**src/hdl/lfps_defines.vh**
```
// Constants of the low-frequency pulse shaper and its register crossing.
// Assumes inclusion by bare name from every design file of this block.
`ifndef LFPS_DEFINES_VH
`define LFPS_DEFINES_VH

// ==========================================================================
// Register byte offsets on the APB side
`define LFPS_ADDR_W            12
`define LFPS_OFS_PULSE_CTRL    12'h03c
`define LFPS_OFS_UPDATE_HOLD   12'h040
`define LFPS_OFS_SYNC_BUSY     12'h044

// ==========================================================================
// Field layout of pulse_shaping_control
`define LFPS_PC_W              6
`define LFPS_PC_FILT_BIT       5
`define LFPS_PC_EN_BIT         4
`define LFPS_PC_WIDTH_MSB      3
`define LFPS_PC_WIDTH_LSB      0
`define LFPS_PC_RESET          6'h00

// ==========================================================================
// Field layout of update_hold_control and sync_busy_status
`define LFPS_HOLD_BIT          0
`define LFPS_HOLD_RESET        1'h0
`define LFPS_BUSY_W            8
`define LFPS_BUSY_PULSE_BIT    7
`define LFPS_BUSY_RESET        8'h00
`define LFPS_EXT_REGS          7

// ==========================================================================
// Timing: bus clock and the 32.768 kHz low-frequency rate
`define LFPS_CLK_HZ            100000000
`define LFPS_LF_HZ             32768
`define LFPS_LF_DIV            (`LFPS_CLK_HZ / `LFPS_LF_HZ)

// ==========================================================================
// Pin idle level and stretched-bit length in low-frequency cycles
`define LFPS_LINE_IDLE         1'h1
`define LFPS_BIT_TICKS         3

`endif

```
**src/hdl/lfps_pin_sync.v**
```verilog
// Three-stage synchroniser for one pin input.
// Assumes the pin is asynchronous to clock; output changes only when the
// second and third stages agree.
`timescale 1ns/10ps
`default_nettype none
`include "lfps_defines.vh"

module lfps_pin_sync #(
    parameter RESET_LEVEL = `LFPS_LINE_IDLE
) (
    // Clock and reset
    input  wire clock,
    input  wire reset_n,
    // Pin and clean level
    input  wire pinAsync,
    output reg  pinClean_reg
);

    reg stage1_reg;
    reg stage2_reg;
    reg stage3_reg;

    // ======================================================================
    // Chain; first stage feeds only the second to limit metastability
    always @(posedge clock) begin
        if (!reset_n) begin
            stage1_reg   <= RESET_LEVEL;
            stage2_reg   <= RESET_LEVEL;
            stage3_reg   <= RESET_LEVEL;
            pinClean_reg <= RESET_LEVEL;
        end else begin
            stage1_reg <= pinAsync;
            stage2_reg <= stage1_reg;
            stage3_reg <= stage2_reg;
            if (stage2_reg == stage3_reg) begin
                pinClean_reg <= stage3_reg; // Agreed level only
            end
        end
    end

endmodule
`default_nettype wire

```
**src/hdl/lfps_sync_slot.v**
```verilog
// One register crossing slot: tracks a pending bus write until it is
// applied on a low-frequency tick. Assumes lfTick is one clock wide.
`timescale 1ns/10ps
`default_nettype none
`include "lfps_defines.vh"

module lfps_sync_slot (
    // Clock and reset
    input  wire clock,
    input  wire reset_n,
    // Bus-side write and global hold
    input  wire writeStrobe,
    input  wire holdUpdates,
    input  wire lfTick,
    // Status and low-frequency apply pulse
    output reg  busy_reg,
    output reg  apply_reg
);

    wire applyNow;
    wire busy_next;

    // Apply only on a tick while updates are not held back
    assign applyNow  = busy_reg & lfTick & ~holdUpdates;
    // A write in the apply cycle keeps the slot busy: set beats clear
    assign busy_next = (busy_reg & ~applyNow) | writeStrobe;

    // ======================================================================
    // Pending flag and apply pulse
    always @(posedge clock) begin
        if (!reset_n) begin
            busy_reg  <= 1'h0;
            apply_reg <= 1'h0;
        end else begin
            busy_reg  <= busy_next;
            apply_reg <= applyNow;
        end
    end

endmodule
`default_nettype wire

```
**src/hdl/lfps_top.v**
```verilog
// Pulse shaper and low-frequency register crossing of a low-energy serial
// port, with an APB slave for its control registers.
// Assumes txSerial and baudTick come from the port core on the same clock
// and rxPin comes straight from a pad.
// The low-frequency clock is modelled as a one-clock tick on clock.
//
// Implementation choice: the APB interface to the registers.
`timescale 1ns/10ps
`default_nettype none
`include "lfps_defines.vh"

module lfps_top #(
    parameter LF_DIV    = `LFPS_LF_DIV,
    parameter BIT_TICKS = `LFPS_BIT_TICKS
) (
    // Clock and reset
    input  wire                        clock,
    input  wire                        reset_n,
    // APB slave
    input  wire                        psel,
    input  wire                        penable,
    input  wire                        pwrite,
    input  wire [`LFPS_ADDR_W-1:0]     paddr,
    input  wire [31:0]                 pwdata,
    output reg  [31:0]                 prdata,
    output reg                         pready,
    output reg                         pslverr,
    // Crossing slots of the other port registers
    input  wire [`LFPS_EXT_REGS-1:0]   extWriteStrobe,
    output wire [`LFPS_EXT_REGS-1:0]   extApply,
    // Serial core side
    input  wire                        txSerial,
    input  wire                        baudTick,
    output reg                         rxToCore,
    // Pins
    output reg                         txPin,
    input  wire                        rxPin
);

    // ======================================================================
    // Declarations
    // Flip-flops end in _reg, except the ports prdata, pready, pslverr, txPin and rxToCore.
    reg  [`LFPS_PC_W-1:0]      pulseShadow_reg;
    reg  [`LFPS_PC_W-1:0]      pulseActive_reg;
    reg                        holdUpdates_reg;
    reg  [11:0]                lfCount_reg;
    reg                        lfTick_reg;
    reg  [3:0]                 txPulseCnt_reg;
    reg                        rxPrevLow_reg;
    reg  [3:0]                 rxStretch_reg;
    reg                        rxDetect;
    reg  [31:0]                readData;
    reg                        addrHit;
    wire                       apbAccess;
    wire                       apbDone;
    wire                       apbWrite;
    wire                       pulseWrite;
    wire                       pulseApply;
    wire                       pulseBusy;
    wire [`LFPS_EXT_REGS-1:0]  extBusy;
    wire [`LFPS_BUSY_W-1:0]    busyVector;
    wire                       rxClean;
    wire                       shapeEnable;
    wire                       filterEnable;
    wire [3:0]                 pulseWidth;
    wire [3:0]                 pulseLoad;

    // Parameters are integers; cut them to counter width on purpose.
    // LF_DIV above 4096 or BIT_TICKS above 15 would wrap.
    localparam integer LF_LAST_INT   = LF_DIV - 1;
    localparam integer BIT_COUNT_INT = BIT_TICKS;
    localparam [11:0]  LF_LAST       = LF_LAST_INT[11:0];
    localparam [3:0]   BIT_COUNT     = BIT_COUNT_INT[3:0];

    // ======================================================================
    // APB handshake
    // One wait state: pready rises the cycle after the access phase opens,
    // so read data and the error answer can both come from flip-flops.
    // A new setup right after pready is fine: pready drops for a cycle,
    // so the access of the next transfer is never answered early.
    assign apbAccess = psel & penable;
    assign apbDone   = apbAccess & pready;
    assign apbWrite  = apbDone & pwrite & ~pslverr;

    // Address decode and read mux of the register map
    // The address is compared in full, so aliases answer with pslverr.
    // Unused read bits stay zero, so reserved fields always read as 0.
    always @* begin
        readData = 32'h0000_0000;
        addrHit  = 1'h1;
        case (paddr)
            `LFPS_OFS_PULSE_CTRL: begin
                readData[`LFPS_PC_W-1:0] = pulseShadow_reg;
            end
            `LFPS_OFS_UPDATE_HOLD: begin
                readData[`LFPS_HOLD_BIT] = holdUpdates_reg;
            end
            `LFPS_OFS_SYNC_BUSY: begin
                readData[`LFPS_BUSY_W-1:0] = busyVector;
            end
            default: begin
                addrHit = 1'h0;
            end
        endcase
    end

    // Bus answer registers; unmapped addresses answer with pslverr
    // A write answers with zero data rather than a stale read value;
    // between transfers prdata simply holds its last answer.
    // pready is cleared after one cycle high, never held.
    always @(posedge clock) begin
        if (!reset_n) begin
            pready  <= 1'h0;
            pslverr <= 1'h0;
            prdata  <= 32'h0000_0000;
        end else if (apbAccess && !pready) begin
            pready  <= 1'h1;
            pslverr <= ~addrHit;
            prdata  <= (pwrite || !addrHit) ? 32'h0000_0000 : readData;
        end else begin
            pready  <= 1'h0;
            pslverr <= 1'h0;
        end
    end

    // ======================================================================
    // Bus-side registers
    // Only an accepted, error-free access changes a register; the write
    // lands on the edge at which the master sees pready high.
    assign pulseWrite = apbWrite && (paddr == `LFPS_OFS_PULSE_CTRL);

    // software zeroes
    // Reserved bits are not stored, so stray ones are simply dropped.
    // hold bit write
    // The hold bit itself acts at once; it is not a crossed register.
    always @(posedge clock) begin
        if (!reset_n) begin
            pulseShadow_reg <= `LFPS_PC_RESET;
            holdUpdates_reg <= `LFPS_HOLD_RESET;
        end else begin
            if (pulseWrite) begin
                pulseShadow_reg <= pwdata[`LFPS_PC_W-1:0];
            end
            if (apbWrite && (paddr == `LFPS_OFS_UPDATE_HOLD)) begin
                holdUpdates_reg <= pwdata[`LFPS_HOLD_BIT];
            end
        end
    end

    // ======================================================================
    // Low-frequency tick
    // The 32.768 kHz domain is modelled as a tick on the bus clock; the
    // divider rounds down, so the rate is a touch fast.
    // lfTick_reg is one clock wide and stands for the low-frequency
    // clock edge, so no consumer needs a crossing of its own.
    // Its phase is free-running and unrelated to bus writes.
    always @(posedge clock) begin
        if (!reset_n) begin
            lfCount_reg <= 12'h000;
            lfTick_reg  <= 1'h0;
        end else if (lfCount_reg == LF_LAST) begin
            lfCount_reg <= 12'h000;
            lfTick_reg  <= 1'h1;
        end else begin
            lfCount_reg <= lfCount_reg + 12'h001;
            lfTick_reg  <= 1'h0;
        end
    end

    // ======================================================================
    // Crossing slots
    // Each slot holds a busy flag from the bus write to the next tick
    // with updates released; the pulse slot also gates the active copy.
    // pulse control crossing
    lfps_sync_slot pulseSlot (
        .clock       (clock),
        .reset_n     (reset_n),
        .writeStrobe (pulseWrite),
        .holdUpdates (holdUpdates_reg),
        .lfTick      (lfTick_reg),
        .busy_reg    (pulseBusy),
        .apply_reg   (pulseApply)
    );

    // shared hold
    // All slots see one hold and one tick, so held writes land together.
    // The other port registers live outside this block; only their
    // pending flags and apply pulses are kept here.
    genvar slot;
    generate
        for (slot = 0; slot < `LFPS_EXT_REGS; slot = slot + 1) begin : gSlot
            lfps_sync_slot extSlot (
                .clock       (clock),
                .reset_n     (reset_n),
                .writeStrobe (extWriteStrobe[slot]),
                .holdUpdates (holdUpdates_reg),
                .lfTick      (lfTick_reg),
                .busy_reg    (extBusy[slot]),
                .apply_reg   (extApply[slot])
            );
        end
    endgenerate

    // Pulse control takes the top busy bit and the other slots the rest,
    // so software polls one word for every crossing in flight.
    // busy flag map
    assign busyVector = {pulseBusy, extBusy};

    // old settings kept
    // Active copy changes only on an apply pulse, never after the first held cycle.
    // The shapers thus act one clock after the apply pulse and never
    // see a value that software is still changing.
    always @(posedge clock) begin
        if (!reset_n) begin
            pulseActive_reg <= `LFPS_PC_RESET;
        end else if (pulseApply) begin
            pulseActive_reg <= pulseShadow_reg;
        end
    end

    // Field views of the active copy; only these feed the shapers
    assign shapeEnable  = pulseActive_reg[`LFPS_PC_EN_BIT];
    assign filterEnable = pulseActive_reg[`LFPS_PC_FILT_BIT];
    assign pulseWidth   = pulseActive_reg[`LFPS_PC_WIDTH_MSB:
                                          `LFPS_PC_WIDTH_LSB];
    // A zero width would emit nothing; it is given one cycle instead
    assign pulseLoad    = (pulseWidth == 4'h0) ? 4'h1 : pulseWidth;

    // ======================================================================
    // Transmit pulse generator
    // output via generator
    // pulse width count
    // A low bit seen at a bit boundary starts a low pulse counted in
    // low-frequency cycles; between pulses the line idles high.
    // The end is taken on a tick, so a pulse may come out up to one
    // low-frequency cycle shorter than its width.
    // A new low bit during a pulse restarts it at full width.
    always @(posedge clock) begin
        if (!reset_n) begin
            txPulseCnt_reg <= 4'h0;
            txPin          <= `LFPS_LINE_IDLE;
        end else if (!shapeEnable) begin
            txPulseCnt_reg <= 4'h0;
            txPin          <= txSerial;
        end else if (baudTick && !txSerial) begin
            txPulseCnt_reg <= pulseLoad;
            txPin          <= ~`LFPS_LINE_IDLE;
        end else if (txPulseCnt_reg != 4'h0) begin
            if (lfTick_reg) begin
                txPulseCnt_reg <= txPulseCnt_reg - 4'h1;
            end
            txPin <= ~`LFPS_LINE_IDLE;
            if (lfTick_reg && txPulseCnt_reg == 4'h1) begin
                txPin <= `LFPS_LINE_IDLE;
            end
        end else begin
            txPin <= `LFPS_LINE_IDLE;
        end
    end

    // ======================================================================
    // Receive pin synchroniser
    // The pad is asynchronous; three stages plus agreement cost about
    // four clocks, far below one low-frequency cycle.
    // The stages reset to the idle level, so no false edge follows.
    lfps_pin_sync rxSync (
        .clock        (clock),
        .reset_n      (reset_n),
        .pinAsync     (rxPin),
        .pinClean_reg (rxClean)
    );

    // ======================================================================
    // Receive pulse detection
    // unfiltered detection
    // one-cycle filter
    // The line is sampled once per low-frequency cycle; with the filter
    // on, two low samples in a row are needed, which costs one cycle of
    // latency and the shortest pulses.
    // A glitch of one low-frequency cycle yields one low sample at most.
    always @* begin
        rxDetect = 1'h0;
        if (lfTick_reg && rxClean == ~`LFPS_LINE_IDLE) begin
            rxDetect = filterEnable ? rxPrevLow_reg : 1'h1;
        end
    end

    // Previous low-frequency sample, for the filter
    // Updated on every tick, even with shaping off, so a stale low is
    // never left over when the extender is switched on.
    always @(posedge clock) begin
        if (!reset_n) begin
            rxPrevLow_reg <= 1'h0;
        end else if (lfTick_reg) begin
            rxPrevLow_reg <= (rxClean == ~`LFPS_LINE_IDLE);
        end
    end

    // ======================================================================
    // Receive pulse extender
    // input via extender
    // stretch to bit
    // Each detection holds the line low for a full bit of low-frequency
    // cycles; a new detection restarts the count.
    // With shaping off the core sees the synchronised pin directly and
    // the count is cleared, so no old stretch resumes later.
    always @(posedge clock) begin
        if (!reset_n) begin
            rxStretch_reg <= 4'h0;
            rxToCore      <= `LFPS_LINE_IDLE;
        end else if (!shapeEnable) begin
            rxStretch_reg <= 4'h0;
            rxToCore      <= rxClean;
        end else if (rxDetect) begin
            rxStretch_reg <= BIT_COUNT;
            rxToCore      <= ~`LFPS_LINE_IDLE;
        end else if (rxStretch_reg != 4'h0) begin
            if (lfTick_reg) begin
                rxStretch_reg <= rxStretch_reg - 4'h1;
            end
            rxToCore <= ~`LFPS_LINE_IDLE;
            if (lfTick_reg && rxStretch_reg == 4'h1) begin
                rxToCore <= `LFPS_LINE_IDLE;
            end
        end else begin
            rxToCore <= `LFPS_LINE_IDLE;
        end
    end

endmodule
`default_nettype wire

```
**config.mk**
```make
export PLATFORM = sky130hd
export DESIGN_NAME = lfps_top
export DESIGN_NICKNAME = d
export VERILOG_FILES = /design/src/hdl/lfps_pin_sync.v /design/src/hdl/lfps_sync_slot.v /design/src/hdl/lfps_top.v
export VERILOG_INCLUDE_DIRS = /design/src /design/src/hdl
export SDC_FILE = /design/constraint.sdc
export NUM_CORES = 1
export LEC_CHECK = 0
export BUFFER_PORTS_ARGS = -buffer_cell sky130_fd_sc_hd__buf_2
export CAP_MARGIN = 0
export CORE_MARGIN = 5
export CORE_UTILIZATION = 38
export CTS_BUF_LIST = sky130_fd_sc_hd__clkbuf_8
export DETAILED_ROUTE_END_ITERATION = 6
export SYNTH_ARGS = -nofsm -noshare
export SYNTH_HDL_FRONTEND = slang
export SYNTH_HIERARCHICAL = 1
export SYNTH_SLANG_ARGS = --single-unit
```
**constraint.sdc**
```tcl
create_clock -name clock -period 1.9 [get_ports clock]
set_input_delay 0.095 -clock clock [delete_from_list [all_inputs] [get_ports clock]]
set_output_delay 0.095 -clock clock [all_outputs]
set_load 0.01 [all_outputs]
```
==> results.txt <==
status: finished clean
Synth-to-Final Area Change: 21.5%
Setup Skew: 9.02 ps
Final Setup Violations: 0
global-route met2 utilization: 0.185
CP Data Arrival Time: 1970 ps
Main synth FF type: dfxtp_1
CTS sink count: 67
worst reg2reg startpoint: pready
gr ovfl total: 0
yosys warns: 6
Final Max Tran Viols: 0
GR Util met1: 0.157
IO Count: 102
Max Clk Rate: 0.593 GHz
Initial Util: 0.391
Peak supply drop: 0.393 mV
die extent in y: 99.2 um
synthesized area: 3020 um^2
via density per instance: 4.64
setup TNS: 0 ps
post-route ant nets: 0
FF-to-FF path depth: 4
Post-synth EDFFs: 0
largest net degree at the start of global routing: 29
ANT cells: 0
nets@finish: 455
Final Power: 0.00306 W
Die W: 99.2 um
DRC: 0
first-pass GRT wire length: 9690 um
FP Rows: 32
worst reg2reg setup slack: 210 ps
DR iter-0 viols: 88
crit-path max cell delay: 430 ps
Hold Path Stages: 3
core area: 7730 um^2
Async SR Flop Fraction: 0
Detail Placement HPWL: 4330 um
1st-pass router iterations: 4
GR peak layer: met2
final hold vios: 0
Hold Startpoint: pwdata[2]
routed via count: 2298
fraction of layout cells with a size suffix above 1: 0.234
Root Driver: clkbuf_8
die area: 9840 um^2
Setup crit end kind: flip-flop
port bufs: 51
Cell Chain, Critical Path: nand4b_1, nor4_1, and4_1, a221o_1
CTS tree: built
met3 GRT Util: 0.0407
post-CTS setup repair buffer count: 0
Maximum Capacitance Violations: 0
number of flip-flops in the largest register: 12
Synth Area per Inst: 9.48 um^2
Critical Path RT: 2180 ps
WS Path Type: flip-flop to flip-flop
Post-Route WL: 5910 um
worst min path class: primary input to flip-flop
Pleak: 1.53 nW
crit share post-route: 0.888
post-synthesis cell count: 319
GRT Util Overall: 0.120
critical-path maximum fanout: 7
sequential area share after synthesis: 0.444
DR WL/cell: 11.9 um
Hold EP: pulseShadow_reg[2]
routability cong.: 0.714
vias in the first global route: 2049
CTS max path bufs: 2
RSZ-0062 raised after global routing: no
crit path launch type: flip-flop
Synth Register Bits: 67
fin crit period: 1690 ps
Power Dens Cells: 833 nW/um^2
htree depth: 3
antenna violations before repair: 0
Yosys cell types: 46
slowest CP cell: and4_1
CTS clock-pin slew for the worst setup and hold paths: 70 ps
Worst-Skew Late Latency: 340 ps
R2R Path End: prdata[2]
total CTS buffers: 9
-- Yosys cell counts, drive strengths merged (3+ instances only) --
| master | count | area, um^2 |
|---|---|---|
| and2 | 5 | 31.3 |
| ha | 8 | 100 |
| xnor2 | 8 | 70.1 |
| buf | 24 | 180 |
| a22o | 3 | 26.3 |
| nand2 | 42 | 158 |
| a21oi | 9 | 45.0 |
| clkbuf | 7 | 26.3 |
| xor2 | 7 | 61.3 |
| nor2b | 14 | 148 |
| nor3 | 6 | 30.0 |
| nor4 | 5 | 37.5 |
| nand3 | 9 | 45.0 |
| nand4 | 4 | 25.0 |
| nor2 | 21 | 95.1 |
| and3 | 9 | 56.3 |
| or2 | 3 | 18.8 |
| dfxtp | 67 | 1340 |
| mux2i | 13 | 130 |
| o21ai | 10 | 50.0 |
| inv | 8 | 30.0 |
| nand2b | 6 | 37.5 |
| a221o | 5 | 50.1 |
-- metal layers --
metal,vias up,share of wire
met2,60,0.45
met3,8,0.061
met5,-,0
li1,1192,-
met1,1038,0.47
met4,0,0.012
-- how the worst max path moves through the flow --
stage	cells past startpoint	startpoint	slack, ps	end
after floorplan	4	paddr[1]	220	holdUpdates_reg
after global placement	5	paddr[1]	90	holdUpdates_reg
after detailed placement	5	paddr[1]	80	holdUpdates_reg
after CTS	5	txPulseCnt_reg[0]	210	txPulseCnt_reg[1]
after global routing	4	pready	120	prdata[2]
final	4	pready	210	prdata[2]
-- through the flow --
step	setup slack, ps	utilization	hold slack (ps)	cell area [um^2]	cells
2_1_floorplan	223	-	168	3110	342
3_3_place_gp	94.1	0.430	285	3320	469
3_5_place_dp	81.1	0.430	291	3320	469
4_1_cts	206	0.475	1.25	3670	495
5_1_grt	117	0.475	25.6	3670	495
6_report	212	0.475	10.9	3670	495
-- cell usage in the layout, fill, tap and decap left out, drive strengths merged, types with 2 or more instances in the layout --
master / instances
nor4: 5
nand4b: 2
xnor2: 8
a22o: 3
buf: 56
nand4: 4
and2: 5
and4: 2
or4: 2
xor2: 7
and3: 9
nor2b: 14
dfxtp: 67
bufinv: 3
a31oi: 2
clkbuf: 10
o21ai: 10
nor3: 6
a311o: 2
nor2: 21
a211oi: 2
nand2: 42
a221o: 5
nand3: 9
or3b: 2
nand2b: 6
or2: 3
dlygate4sd3: 10
inv: 9
conb: 24
a21oi: 9
ha: 8
mux2i: 13
-- power breakdown --
group | internal [W] | switching, W
combinational | 0.0000657 | 0.0000888
sequential | 0.00143 | 0.0000185
clock | 0.000910 | 0.000551
total | 0.00240 | 0.000658
-- critical path, delay by kind of cell (launching register included) --
kind	cells	cell delay, ps
DFF	1	340
and+or+nand+nor	3	1090
AOI/OAI and AO/OA	1	190
-- area by class of cell --
class                           count  area (um^2)
Multi-Input combinational cell    236         1530
Timing Repair Buffer               66          393
Tap cell                          102          128
Inverter                            8         30.0
Fill cell                         742         4050
Clock inverter                      6          111
Clock buffer                       10          138
Sequential cell                    67         1340
-- what timing repair did --
action | CTS | global route
resized for setup | 0 | 0
hold buffers | 10 | 0
hold endpoints to repair | 10 | 0
-- cell families (layout without fill, tap and decap cells) --
logic type	after synthesis	after routing	synth area share
AO/OA/AOI/OAI	40	40	0.0972
XOR/XNOR	15	15	0.0434
adder cells (fa/ha/maj)	8	8	0.0331
buffers and inverters	39	90	0.0782
flip-flops	67	67	0.444
multiplexers	13	13	0.0430
other	1	24	0.00124
AND/OR/NAND/NOR	136	136	0.260
Note: power is estimated with default switching activity, not from simulation.
